==> config.mk <==
export PLATFORM = sky130hd
export DESIGN_NAME = sfr_multi_io_read
export DESIGN_NICKNAME = d
export VERILOG_FILES = /design/src/include/sfr_pkg.sv /design/src/hdl/sfr_sync.sv /design/src/hdl/sfr_addr_step.sv /design/src/hdl/sfr_multi_io_read.sv
export VERILOG_INCLUDE_DIRS = /design/src /design/src/include
export SDC_FILE = /design/constraint.sdc
export NUM_CORES = 1
export LEC_CHECK = 0
export BUFFER_PORTS_ARGS = -buffer_cell sky130_fd_sc_hd__buf_4
export CORE_MARGIN = 1
export CORE_UTILIZATION = 45
export CTS_CLUSTER_DIAMETER = 150
export CTS_CLUSTER_SIZE = 25
export DETAILED_ROUTE_END_ITERATION = 7
export GPL_TIMING_DRIVEN = 0
export MAX_ROUTING_LAYER = met4
export PLACE_DENSITY_LB_ADDON = 0.12
export SLEW_MARGIN = 40
export SYNTH_ARGS = -nofsm -noshare
export SYNTH_HDL_FRONTEND = slang
export SYNTH_SLANG_ARGS = --single-unit
==> constraint.sdc <==
create_clock -name sys_clk -period 7.1 [get_ports sys_clk]
set_input_delay 1.42 -clock sys_clk [delete_from_list [all_inputs] [get_ports sys_clk]]
set_output_delay 1.42 -clock sys_clk [all_outputs]
set_load 0.05 [all_outputs]
==> src/include/sfr_params.svh <==
// Constants of the multi-line read sequencer: opcodes, phase lengths,
// reset values. Assumes inclusion by bare name from the modules; the package does not include it.
`ifndef SFR_PARAMS_SVH
`define SFR_PARAMS_SVH

`define SFR_OP_DUAL_IO 8'hbb
`define SFR_OP_QUAD_IO 8'heb
`define SFR_OP_WORD_IO 8'he7
`define SFR_SKIP_CODE 2'h2
`define SFR_OPC_LAST_SINGLE 5'h07
`define SFR_OPC_LAST_FOUR 5'h01
`define SFR_ADDR_LAST_DUAL 5'h0b
`define SFR_ADDR_LAST_QUAD 5'h05
`define SFR_MODE_LAST_DUAL 5'h03
`define SFR_MODE_LAST_QUAD 5'h01
`define SFR_DUMMY_DUAL 5'h00
`define SFR_DUMMY_QUAD_SINGLE 5'h04
`define SFR_DUMMY_WORD 5'h02
`define SFR_CHUNK_LAST_DUAL 5'h03
`define SFR_CHUNK_LAST_QUAD 5'h01
`define SFR_WRAP_RESET 3'h1
`define SFR_DUMMY_SEL_RESET 2'h0
`define SFR_ADDR_RESET 24'h00_0000
`define SFR_PAGE_BITS 8

`endif

==> src/include/sfr_pkg.sv <==
// Types shared by the multi-line read sequencer.
// Assumes sfr_params.svh is on the include path.
`default_nettype none

package sfr_pkg;

    typedef enum logic [2:0] {
        ST_IDLE,
        ST_OPCODE,
        ST_ADDR,
        ST_MODE,
        ST_DUMMY,
        ST_DATA,
        ST_IGNORE
    } sfr_state_t;

    typedef enum logic [1:0] {
        K_DUAL,
        K_QUAD,
        K_WORD
    } sfr_kind_t;

    typedef struct packed {
        logic sclk;
        logic cs_n;
        logic [3:0] io;
    } sfr_link_t;

    typedef struct packed {
        sfr_state_t st;
        sfr_kind_t kind;
        logic [23:0] sh;
        logic [4:0] cnt;
        logic [23:0] addr;
        logic skip;
        sfr_kind_t skip_kind;
        logic [2:0] wrap;
        logic [1:0] dummy_sel;
        logic sclk_d;
        logic [3:0] io_out;
        logic [3:0] io_oe;
        logic [23:0] mem_addr;
        logic active;
    } sfr_regs_t;

endpackage

`default_nettype wire

==> src/hdl/sfr_sync.sv <==
// Two-flop synchroniser for pins from the host side.
// Assumes inputs are asynchronous to sys_clk; only q may be read.
`default_nettype none

module sfr_sync #(
    parameter int W = 6,
    parameter logic [W-1:0] RST_VAL = '0
) (
    input wire logic sys_clk,
    input wire logic rstn,
    input wire logic [W-1:0] d,
    output logic [W-1:0] q
);
    logic [W-1:0] meta_r;

    if (W < 1) begin : g_bad_width
        $error("sfr_sync: width must be positive");
    end

    always_ff @(posedge sys_clk) begin
        if (!rstn) begin
            meta_r <= RST_VAL;
            q <= RST_VAL;
        end else begin
            meta_r <= d;
            q <= meta_r;
        end
    end
endmodule

`default_nettype wire

==> src/hdl/sfr_addr_step.sv <==
// Next read address: linear or wrapped inside a page section.
// Purely combinational; caller registers the result.
`default_nettype none
`include "sfr_params.svh"

module sfr_addr_step (
    input wire logic [23:0] addr,
    input wire logic wrap_on,
    input wire logic [1:0] len_sel,
    output logic [23:0] next
);
    logic [7:0] mask;
    logic [7:0] inc;

    always_comb begin
        // Section of 8, 16, 32 or 64 bytes
        mask = 8'((8'h08 << len_sel) - 8'h01);
        inc = 8'(addr[7:0] + 8'h01);
        if (wrap_on) begin
            next = {addr[23:`SFR_PAGE_BITS],
                    (addr[7:0] & ~mask) | (inc & mask)};
        end else begin
            next = 24'(addr + 24'h00_0001);
        end
    end
endmodule

`default_nettype wire

==> src/hdl/sfr_multi_io_read.sv <==
// Multi-line random-access read sequencer of a serial flash.
// Assumes the host link pins are asynchronous; array data on mem_rdata
// follows mem_addr within two sys_clk cycles.
//
// Functional notes
// RULE1: Dual read address two bits per clock.
// RULE2: Mode byte after address; upper nibble counts.
// RULE3: Dual skip bits 10: next frame starts address.
// RULE4: Other skip value: next frame needs opcode.
// RULE5: Host exits dual skip with sixteen ones.
// RULE6: Host exits quad skip with eight ones.
// RULE7: Host releases lines before first data edge.
// RULE8: Quad read four lines, four dummies single-line.
// RULE9: Quad opcodes only when quad lines enabled.
// RULE10: Quad skip condition drops next opcode.
// RULE11: Wrap within section until chip select rises.
// RULE12: Wrap setting governs following quad reads.
// RULE13: Three wrap bits: disable plus length.
// RULE14: Four-line dummies 2/4/6/8, default 2.
// RULE15: Skip and wrap also in four-line mode.
// RULE16: Word read even address, two dummies.
// RULE17: Word read skip drops next opcode.
// RULE18: Wrap setting governs following word reads.
// RULE19: Length 8/16/32/64; disable bit one at reset.
// RULE20: Four-line dummies from read parameter field.
// RULE21: Unwrapped reads stream sequential bytes.
// RULE22: Dummies ignored; drive only in data phase.
`default_nettype none
`include "sfr_params.svh"

module sfr_multi_io_read (
    input wire logic sys_clk,
    input wire logic rstn,
    input wire logic sclk_pin,
    input wire logic cs_n_pin,
    input wire logic [3:0] io_in,
    output logic [3:0] io_out,
    output logic [3:0] io_oe,
    input wire logic quad_lines_enable,
    input wire logic four_line_command_mode,
    input wire logic wrap_load,
    input wire logic [2:0] wrap_settings,
    input wire logic read_param_load,
    input wire logic [1:0] read_param_dummy,
    input wire logic reset_cmd,
    output logic [23:0] mem_addr,
    input wire logic [7:0] mem_rdata,
    output logic skip_armed,
    output logic read_active,
    output logic [2:0] wrap_state
);
    import sfr_pkg::*;

    ////////////////////////////////////////////////////////////////////
    // Pin synchronisers

    sfr_link_t link_raw;
    sfr_link_t lk;

    assign link_raw = '{sclk: sclk_pin, cs_n: cs_n_pin, io: io_in};

    sfr_sync #(
        .W(6),
        .RST_VAL(6'h10)
    ) u_sync (
        .sys_clk(sys_clk),
        .rstn(rstn),
        .d(link_raw),
        .q(lk)
    );

    ////////////////////////////////////////////////////////////////////
    // State and address stepping

    sfr_regs_t s_r;
    sfr_regs_t s_nxt;
    logic [23:0] addr_next;
    logic wrap_on;
    logic io_line_zero;

    assign io_line_zero = lk.io[0];
    // Wrapping applies to quad and word reads; dual reads stream linearly
    assign wrap_on = (s_r.kind != K_DUAL) && !s_r.wrap[0]; // RULE12 RULE18

    sfr_addr_step u_step (
        .addr(s_r.addr),
        .wrap_on(wrap_on),
        .len_sel(s_r.wrap[2:1]),
        .next(addr_next)
    );

    ////////////////////////////////////////////////////////////////////
    // Next-state logic

    logic rise;
    logic fall;
    logic [23:0] sh_in;
    logic [4:0] addr_last;
    logic [4:0] mode_last;
    logic [4:0] dummy_n;
    logic [4:0] chunk_last;
    logic [7:0] opc;

    always_comb begin
        s_nxt = s_r;
        rise = lk.sclk && !s_r.sclk_d;
        fall = !lk.sclk && s_r.sclk_d;
        s_nxt.sclk_d = lk.sclk;
        opc = 8'h00;

        // Address, mode and data lanes follow the read kind
        if (s_r.kind == K_DUAL) begin
            sh_in = {s_r.sh[21:0], lk.io[1:0]}; // RULE1
            addr_last = `SFR_ADDR_LAST_DUAL; // RULE1
            mode_last = `SFR_MODE_LAST_DUAL;
            chunk_last = `SFR_CHUNK_LAST_DUAL;
        end else begin
            sh_in = {s_r.sh[19:0], lk.io}; // RULE8
            addr_last = `SFR_ADDR_LAST_QUAD; // RULE8
            mode_last = `SFR_MODE_LAST_QUAD;
            chunk_last = `SFR_CHUNK_LAST_QUAD;
        end

        case (s_r.kind)
            K_DUAL: dummy_n = `SFR_DUMMY_DUAL;
            K_WORD: dummy_n = `SFR_DUMMY_WORD; // RULE16
            default: begin
                if (four_line_command_mode) begin
                    // 2, 4, 6 or 8 from the read parameter field
                    // Widened first: the top setting of 8 needs four bits
                    dummy_n = {2'h0, s_r.dummy_sel, 1'b0}
                        + 5'h02; // RULE14 RULE20
                end else begin
                    dummy_n = `SFR_DUMMY_QUAD_SINGLE; // RULE8
                end
            end
        endcase

        if (wrap_load) begin
            s_nxt.wrap = wrap_settings; // RULE12 RULE13 RULE18
        end
        if (reset_cmd) begin
            s_nxt.dummy_sel = `SFR_DUMMY_SEL_RESET; // RULE14
        end
        if (read_param_load) begin
            s_nxt.dummy_sel = read_param_dummy; // RULE20
        end

        if (lk.cs_n) begin
            // Frame end: release lines, section wrap stops here
            s_nxt.st = ST_IDLE; // RULE11
            s_nxt.io_oe = 4'h0;
            s_nxt.cnt = 5'h00;
        end else begin
            case (s_r.st)
                ST_IDLE: begin
                    s_nxt.cnt = 5'h00;
                    s_nxt.sh = `SFR_ADDR_RESET;
                    if (s_r.skip) begin
                        // Previous mode byte armed opcode skipping
                        s_nxt.kind = s_r.skip_kind; // RULE3 RULE10 RULE17
                        s_nxt.st = ST_ADDR; // RULE3 RULE10 RULE15 RULE17
                    end else begin
                        s_nxt.st = ST_OPCODE; // RULE4
                    end
                end
                ST_OPCODE: begin
                    if (rise) begin
                        if (four_line_command_mode) begin
                            s_nxt.sh = {s_r.sh[19:0], lk.io};
                        end else begin
                            s_nxt.sh = {s_r.sh[22:0], io_line_zero};
                        end
                        s_nxt.cnt = 5'(s_r.cnt + 5'h01);
                        opc = s_nxt.sh[7:0];
                        if (s_r.cnt == (four_line_command_mode ?
                                `SFR_OPC_LAST_FOUR : `SFR_OPC_LAST_SINGLE)) begin
                            s_nxt.cnt = 5'h00;
                            s_nxt.sh = `SFR_ADDR_RESET;
                            s_nxt.st = ST_ADDR;
                            if (opc == `SFR_OP_DUAL_IO
                                    && !four_line_command_mode) begin
                                s_nxt.kind = K_DUAL; // RULE1
                            end else if (opc == `SFR_OP_QUAD_IO
                                    && quad_lines_enable) begin
                                s_nxt.kind = K_QUAD; // RULE9
                            end else if (opc == `SFR_OP_WORD_IO
                                    && quad_lines_enable) begin
                                s_nxt.kind = K_WORD; // RULE9
                            end else begin
                                // Anything else is not this block's command
                                s_nxt.st = ST_IGNORE; // RULE9
                            end
                        end
                    end
                end
                ST_ADDR: begin
                    if (rise) begin
                        s_nxt.sh = sh_in;
                        s_nxt.cnt = 5'(s_r.cnt + 5'h01);
                        if (s_r.cnt == addr_last) begin
                            // Host keeps bit 0 clear for word reads
                            s_nxt.addr = sh_in; // RULE16
                            s_nxt.mem_addr = sh_in;
                            s_nxt.cnt = 5'h00;
                            s_nxt.st = ST_MODE;
                        end
                    end
                end
                ST_MODE: begin
                    if (rise) begin
                        s_nxt.sh = sh_in;
                        s_nxt.cnt = 5'(s_r.cnt + 5'h01);
                        if (s_r.cnt == mode_last) begin
                            // Only the skip pair of the upper nibble matters
                            s_nxt.skip =
                                (sh_in[5:4] == `SFR_SKIP_CODE); // RULE2 RULE3
                            s_nxt.skip_kind = s_r.kind; // RULE4 RULE10 RULE17
                            s_nxt.cnt = 5'h00;
                            s_nxt.st = (dummy_n == 5'h00) ? ST_DATA : ST_DUMMY;
                        end
                    end
                end
                ST_DUMMY: begin
                    // Line values are not looked at here
                    if (rise) begin
                        s_nxt.cnt = 5'(s_r.cnt + 5'h01); // RULE22
                        if (s_r.cnt == 5'(dummy_n - 5'h01)) begin
                            s_nxt.cnt = 5'h00;
                            s_nxt.st = ST_DATA; // RULE8 RULE14 RULE16
                        end
                    end
                end
                ST_DATA: begin
                    // Host has released the lines before this edge
                    if (fall) begin
                        if (s_r.kind == K_DUAL) begin
                            case (s_r.cnt[1:0])
                                2'h0: s_nxt.io_out = {2'h0, mem_rdata[7:6]};
                                2'h1: s_nxt.io_out = {2'h0, mem_rdata[5:4]};
                                2'h2: s_nxt.io_out = {2'h0, mem_rdata[3:2]};
                                default: s_nxt.io_out = {2'h0, mem_rdata[1:0]};
                            endcase
                            s_nxt.io_oe = 4'h3; // RULE7 RULE22
                        end else begin
                            s_nxt.io_out = s_r.cnt[0] ? mem_rdata[3:0]
                                                      : mem_rdata[7:4];
                            s_nxt.io_oe = 4'hf; // RULE8 RULE22
                        end
                        s_nxt.cnt = 5'(s_r.cnt + 5'h01);
                        if (s_r.cnt == chunk_last) begin
                            s_nxt.cnt = 5'h00;
                            s_nxt.addr = addr_next; // RULE11 RULE21
                            s_nxt.mem_addr = addr_next; // RULE11 RULE21
                        end
                    end
                end
                ST_IGNORE: begin
                    // Lines stay released until chip select rises
                    s_nxt.io_oe = 4'h0;
                end
                default: begin
                    s_nxt.st = ST_IGNORE;
                end
            endcase
        end
        s_nxt.active = (s_nxt.st == ST_DATA);
    end

    ////////////////////////////////////////////////////////////////////
    // Registers

    always_ff @(posedge sys_clk) begin
        if (!rstn) begin
            s_r.st <= ST_IDLE;
            s_r.kind <= K_DUAL;
            s_r.sh <= `SFR_ADDR_RESET;
            s_r.cnt <= 5'h00;
            s_r.addr <= `SFR_ADDR_RESET;
            s_r.skip <= 1'b0;
            s_r.skip_kind <= K_DUAL;
            s_r.wrap <= `SFR_WRAP_RESET; // RULE19
            s_r.dummy_sel <= `SFR_DUMMY_SEL_RESET; // RULE14
            s_r.sclk_d <= 1'b0;
            s_r.io_out <= 4'h0;
            s_r.io_oe <= 4'h0;
            s_r.mem_addr <= `SFR_ADDR_RESET;
            s_r.active <= 1'b0;
        end else begin
            s_r <= s_nxt;
        end
    end

    ////////////////////////////////////////////////////////////////////
    // Outputs

    assign io_out = s_r.io_out;
    assign io_oe = s_r.io_oe;
    assign mem_addr = s_r.mem_addr;
    assign skip_armed = s_r.skip;
    assign read_active = s_r.active;
    assign wrap_state = s_r.wrap;

endmodule

`default_nettype wire

# Word level (Yosys, flattened, before mapping)
# Cells that the tools add are included.
[classes]
addsub = 6
n_eq_ne = 28
shifts = 1
mux = 53
n_bitwise = 6
reduce_logical = 30
[op_table]
columns = ["cell", "n"]
rows = [
  ["24-bit two-way mux", 9],
  ["24-bit one-hot mux with 2 select lines", 2],
  ["23-bit one-hot mux with 4 select lines", 1],
  ["29-bit two-way mux", 3],
  ["34-bit two-way mux", 2],
  ["28-bit two-way mux", 2],
  ["52-bit two-way mux", 1],
  ["3-bit two-way mux", 11],
  ["5-bit one-hot mux with 6 select lines", 1],
  ["24-bit by 1-bit adder with 24-bit output, second input constant", 1],
  ["8-bit equality test, second input constant", 3],
  ["2-bit != test, second input constant", 9],
  ["3-bit one-hot mux with 6 select lines", 1],
  ["6-bit AND reduction", 3],
  ["8-bit bitwise AND", 2],
  ["2-bit two-way mux", 8],
  ["4-bit one-hot mux with 2 select lines", 2],
  ["5-bit equality test", 3],
  ["5-bit two-way mux", 3],
  ["3-bit equality test, second input constant", 4],
  ["4-bit two-way mux", 3],
  ["2-bit nonzero test", 5],
  ["8-bit by 1-bit adder with 8-bit output, second input constant", 1],
  ["8-bit two-way mux", 1],
  ["29 further kinds", 43],
]
[word_totals]
register_bits = 111
inputBits = 26
out_inout_bits = 37
wordCells = 140

# Depth between registers and ports, before layout
[logic_depth]
ltp_word = 15
mapped_depth = 9
depth_no_buf = 9

# Modules after synthesis
# From an unflattened synthesis, not the netlist that was laid out.
[hier_totals]
cells_unflattened = 730
area_unflattened_um2 = 6254.7
[by_module_without_submodules]
columns = ["module", "instances", "cells_per_inst", "area_per_inst_um2", "seq_area_each_um2"]
rows = [
  ["sfr_multi_io_read", 1, 640, 5455.2, 1921.8],
  ["sfr_addr_step", 1, 65, 465.4, 0.0],
  ["sfr_sync", 1, 25, 334.1, 240.2],
]

# Worst setup path before layout
# OpenSTA, ideal clock, no wires.
[synth_timing]
path_kind = "input to register"
start = "in four_line_command_mode"
end = "reg s_r[67] (netlist bit)"
setup_time_ps = 138
t_arrival_ps = 3527
t_required_ps = 6962
path_slack_ps = 3434
path_stages = 8
n_path_buf = 2
cell_sequence = "buf_1 -> clkbuf_1 -> nand3_1 -> ha_1 -> xnor2_1 -> o41a_1 -> a311oi_1 -> nor3_1"
[synth_via]
elab_chain_len = 7
elab_cells_between_ends = 11
classes_between = "add/sub (1); eq/ne (2); mux (8)"
[synth_rtl]
columns = ["item", "line_no", "source"]
rows = [
  ["from (decl)", "sfr_multi_io_read.sv:40", "input wire logic four_line_command_mode,"],
  ["4-bit two-way mux", "sfr_multi_io_read.sv:128", "if (four_line_command_mode) begin"],
  ["4-bit one-hot mux with 2 select lines", "sfr_multi_io_read.sv:124", "case (s_r.kind)"],
  ["5-bit by 1-bit subtractor with 5-bit output", "sfr_multi_io_read.sv:228", "if (s_r.cnt == 5'(dummy_n - 5'h01)) begin"],
  ["5-bit equality test", "sfr_multi_io_read.sv:228", ""],
  ["5-bit two-way mux", "sfr_multi_io_read.sv:228", ""],
  ["5-bit two-way mux", "sfr_multi_io_read.sv:226", "if (rise) begin"],
  ["5-bit one-hot mux with 6 select lines (*)", "sfr_multi_io_read.sv:155", "case (s_r.st)"],
  ["to (signal assigned)", "sfr_multi_io_read.sv:290", "s_r <= s_nxt;"],
  ["to (decl)", "sfr_multi_io_read.sv:75", "sfr_regs_t s_r;"],
]
# Mark *: on every way between the ends. The rest lies on a longest branch, timed or not. The select of a mux whose other input is x is not followed.
# A chain may end at the register's enable or synchronous reset.

# Worst setup path after layout
# Ends and elaborated chain as after synthesis.

==> impl_results.html <==
<table>
<tr><th>Metric</th><th>Value</th></tr>
<tr><th colspan="2">Run status</th></tr>
<tr><td>Run status</td><td>complete, no violations</td></tr>
<tr><th colspan="2">Logic synthesis</th></tr>
<tr><td>Adder-cell share of the synthesized area</td><td>0.0178</td></tr>
<tr><td>Mapped Cells</td><td>757</td></tr>
<tr><td>Fraction of synthesized area in multiplexers</td><td>0.0812</td></tr>
<tr><td>Share of the synthesized area in compound gates (AO/OA/AOI/OAI)</td><td>0.215</td></tr>
<tr><td>Syn Nets</td><td>792</td></tr>
<tr><td>Prevailing post-synth register cell</td><td>dfxtp_1</td></tr>
<tr><td>Post-synthesis xor/xnor area fraction</td><td>0.0415</td></tr>
<tr><td>Synth warnings</td><td>0</td></tr>
<tr><td>Post-synthesis register bit count</td><td>108</td></tr>
<tr><td>Per-instance average area after synthesis</td><td>8.36 sq um</td></tr>
<tr><td>Fraction of the mapped netlist area in simple logic gates</td><td>0.216</td></tr>
<tr><td>Synth cell types</td><td>70</td></tr>
<tr><td>Async set or reset register ratio after synthesis</td><td>0</td></tr>
<tr><td>Dominant combinational cell family by area after synthesis</td><td>simple AND/OR/NAND/NOR gates</td></tr>
<tr><td>Post-synth EDFFs</td><td>0</td></tr>
<tr><td>Part of the Yosys area used for sequential elements</td><td>0.342</td></tr>
<tr><td>Combined area of all synthesized cells</td><td>6330 sq um</td></tr>
<tr><th colspan="2">Place</th></tr>
<tr><td>I/O Buffers</td><td>62</td></tr>
<tr><td>Gpl congestion</td><td>0.934</td></tr>
<tr><td>Detailed placer's ending HPWL</td><td>14400 um</td></tr>
<tr><td>Minimum setup slack after placement</td><td>2.71 ns</td></tr>
<tr><th colspan="2">Detailed routing</th></tr>
<tr><td>Via Count</td><td>5946</td></tr>
<tr><td>Final wirelength</td><td>19100 um</td></tr>
<tr><td>Detail Route Antenna Nets</td><td>0</td></tr>
<tr><td>Detailed-routing iteration count for the pre-antenna-repair pass</td><td>5</td></tr>
<tr><td>Count of unresolved DRC violations after routing</td><td>0</td></tr>
<tr><td>Detail-routed net length per standard cell</td><td>18.8 um</td></tr>
<tr><td>Detailed-route vias per instance</td><td>5.88</td></tr>
<tr><td>Violation count after the first detailed-route iteration</td><td>538</td></tr>
<tr><th colspan="2">Final layout</th></tr>
<tr><td># nets final</td><td>865</td></tr>
<tr><td>Share of cells above drive strength 1</td><td>0.181</td></tr>
<tr><td>Area growth from synthesis to layout</td><td>15.6%</td></tr>
<tr><td>Diodes inserted</td><td>0</td></tr>
<tr><td>Flip-flop and latch area</td><td>2160 sq um</td></tr>
<tr><td>Multi-input logic area</td><td>3620 sq um</td></tr>
<tr><td>Fillers</td><td>1303</td></tr>
<tr><td>Share of the core filled with cells in the final layout</td><td>0.542</td></tr>
<tr><th colspan="2">STA</th></tr>
<tr><td>Final critical-path required period</td><td>4.05 ns</td></tr>
<tr><td>Transition time of the tightest slew-check pin</td><td>0.859 ns</td></tr>
<tr><td>Share of the clock period used by the worst path</td><td>0.571</td></tr>
<tr><td>Setup-failing EPs final</td><td>0</td></tr>
<tr><td>Relative slew slack</td><td>0.427</td></tr>
<tr><td>RSZ-0062 raised after global routing</td><td>no</td></tr>
<tr><td>Setup TNS Final</td><td>0 ns</td></tr>
<tr><td>Final worst-path setup slack</td><td>3.05 ns</td></tr>
<tr><td>Worst Hold Slack</td><td>0.413 ns</td></tr>
<tr><td>Maximum operating frequency</td><td>0.247 GHz</td></tr>
<tr><td>Final-report max-slew violation count</td><td>0</td></tr>
<tr><td>Hold violation total from the final report</td><td>0</td></tr>
<tr><td>Clock Skews</td><td>0.00775 ns</td></tr>
<tr><th colspan="2">Global route</th></tr>
<tr><td>Global-route usage over all layers</td><td>0.276</td></tr>
<tr><td>Global-route wire length before repair</td><td>29700 um</td></tr>
<tr><td>Pin count of the biggest net entering global routing</td><td>19</td></tr>
<tr><td>Number of global-route vias before repair</td><td>5523</td></tr>
<tr><td>Met1 routing resource usage after global routing</td><td>0.359</td></tr>
<tr><td>Met3 track demand over resource in global routing</td><td>0.0472</td></tr>
<tr><td>Global route overflow</td><td>0</td></tr>
<tr><td>Most used routing layer in global routing</td><td>met2</td></tr>
<tr><td>Met2 routing resource usage after global routing</td><td>0.426</td></tr>
<tr><td>Antenna violations before repair</td><td>0</td></tr>
<tr><th colspan="2">Floorplanning</th></tr>
<tr><td>Height of the chip</td><td>121 um</td></tr>
<tr><td>Starting utilization of the core area</td><td>0.469</td></tr>
<tr><td>Total Die Area</td><td>14500 sq um</td></tr>
<tr><td>Placement Rows</td><td>42</td></tr>
<tr><td>Io pins</td><td>63</td></tr>
<tr><td>Horizontal die dimension</td><td>121 um</td></tr>
<tr><td>Core Area</td><td>13500 sq um</td></tr>
<tr><th colspan="2">Pwr</th></tr>
<tr><td>Leak pwr</td><td>0.00305 uW</td></tr>
<tr><td>Maximum ir drop on the vdd rail</td><td>111 uV</td></tr>
<tr><td>Total power</td><td>1200 uW</td></tr>
<tr><td>Power Dens Cells</td><td>164 nW/um^2</td></tr>
<tr><th colspan="2">Clocking</th></tr>
<tr><td>Number of clock sinks</td><td>108</td></tr>
<tr><td>Max Buffers Root-to-Sink</td><td>2</td></tr>
<tr><td>H-tree Lvls</td><td>3</td></tr>
<tr><td>TritonCTS clock tree</td><td>yes</td></tr>
<tr><td>Clk_lat worst skew</td><td>0.36 ns</td></tr>
<tr><td>Total of cells resized after clock tree synthesis</td><td>0</td></tr>
<tr><td>Number of buffers inserted to repair setup after CTS</td><td>0</td></tr>
<tr><td>TritonCTS buffer count</td><td>9</td></tr>
<tr><td>Post-CTS clock slew at the launch and capture registers of the worst setup and hold paths</td><td>0.08 ns</td></tr>
<tr><td>Number of hold buffers added after CTS</td><td>0</td></tr>
<tr><td>CTS root buffer</td><td>clkbuf_16</td></tr>
<tr><th colspan="2">Setup path</th></tr>
<tr><td>Crit Path Category</td><td>in2reg</td></tr>
<tr><td>Startpoint type of the worst setup path</td><td>primary input</td></tr>
<tr><td>Kind of capture point of the worst setup path</td><td>flip-flop</td></tr>
<tr><td>Worst Path Required</td><td>7.32 ns</td></tr>
<tr><td>Highest net fanout along the worst path</td><td>10</td></tr>
<tr><td>WP data arrival</td><td>4.27 ns</td></tr>
<tr><th colspan="2">Min path</th></tr>
<tr><td>Hold Crit Class</td><td>reg2reg</td></tr>
<tr><th colspan="2">Run</th></tr>
<tr><td>Count of maximum capacitance violations</td><td>0</td></tr>
</table>
[worst max-delay path, cell delays in order]
cell,delay (ns)
buf_4,0.13
buf_1,0.44
clkbuf_1,0.66
nand3_1,0.16
ha_1,0.34
xnor2_1,0.15
o41a_1,0.33
a311oi_1,0.51
nor3_1,0.13
[cell usage in the layout, fill, tap and decap left out, types with 5 or more instances in the layout]
cell type and count:
buf_1 5, mux2i_1 48, nor3b_1 7, a22oi_1 15, nor2_1 54, and2_1 14
buf_2 7, nand2b_1 14, xor2_1 13, clkbuf_16 9, nor2b_1 23, o22ai_1 23
clkbuf_1 36, nor3_1 14, ha_1 9, nor4_1 9, nand2_1 65, xnor2_1 17
buf_4 99, o21a_1 7, o211ai_1 14, dfxtp_1 108, o21ai_0 36, nand4_1 10
a21boi_0 5, o211a_1 13, inv_1 12, nand3_1 22, a21oi_1 34, or2_2 5
a31oi_1 6
[final timing paths]
check | startpoint | end | slack, ns | cells past startpoint
max | four_line_command_mode | s_r[67] | 3.05 | 9
min | u_sync.meta_r[4] | u_sync.q[4] | 0.41 | 1
max reg2reg | s_r[96] | s_r[47] | 4.24 | 7
min reg2reg | u_sync.meta_r[4] | u_sync.q[4] | 0.41 | 1
[metrics by stage]
| step | cell area, sq um | instances |
|---|---|---|
| 6_report | 7320 | 1011 |
| 2_1_floorplan | 6330 | 757 |
| 3_3_place_gp | 7020 | 995 |
| 4_1_cts | 7320 | 1011 |
| 5_1_grt | 7320 | 1011 |
| 3_5_place_dp | 7020 | 995 |
[final cells by class]
cell class	instances	area share
Multi-Input combinational cell	548	0.495
Sequential cell	108	0.296
Buffer	89	0.0691
Timing Repair Buffer	62	0.0636
Clock buffer	11	0.0345
Tap cell	176	0.0301
Inverter	12	0.00616
Clock inverter	5	0.00564
[metal layers]
metal	vias to the layer above	part of all wire
li1	2848	-
met1	2845	0.45
met2	220	0.45
met3	33	0.065
met4	0	0.028
met5	-	0
[where the power goes]
part	internal (uW)	switching, uW	leakage, uW
clock	262	245	0.000144
sequential	611	6.71	0.000874
combinational	31.4	41.5	0.00203
total	905	293	0.00305
[logic make-up (layout without fill, tap and decap cells)]
family	count (synthesis)	count (layout)
and+or+nand+nor	263	263
AOI/OAI and AO/OA	195	195
DFF	108	108
buffers and inverters	101	179
muxes	51	51
xor gates and xnor gates	30	30
adders and majority gates	9	9
[state kept, by name, summed over array words and instances (netlist names)]
| signal | flops |
|---|---|
| s_r | 61 |
| mem_addr | 24 |
| u_sync.meta_r | 6 |
| u_sync.q | 6 |
| io_out | 4 |
| wrap_state | 3 |
| io_oe | 2 |
| read_active | 1 |
| skip_armed | 1 |
[cell usage after synthesis (all sizes together), types with 5 or more instances]
master,count,area share
o22ai,23,0.023
o211a,13,0.021
nor4,10,0.011
a22oi,15,0.018
o21a,7,0.0083
a21oi,34,0.027
nand4,10,0.0099
nand2b,14,0.014
nor2b,23,0.023
mux2i,48,0.076
xor2,13,0.018
clkbuf,37,0.022
or2,5,0.0049
nor3b,7,0.0083
a211oi,6,0.010
inv,12,0.0071
o21ai,38,0.031
nor3,15,0.012
nand2,65,0.039
dfxtp,108,0.34
xnor2,17,0.024
nor2,54,0.032
and2,14,0.014
ha,9,0.018
a31oi,6,0.0059
nand3,22,0.017
buf,52,0.058
o211ai,14,0.017
a21boi,8,0.0095
(Power assumes the default switching activity.)
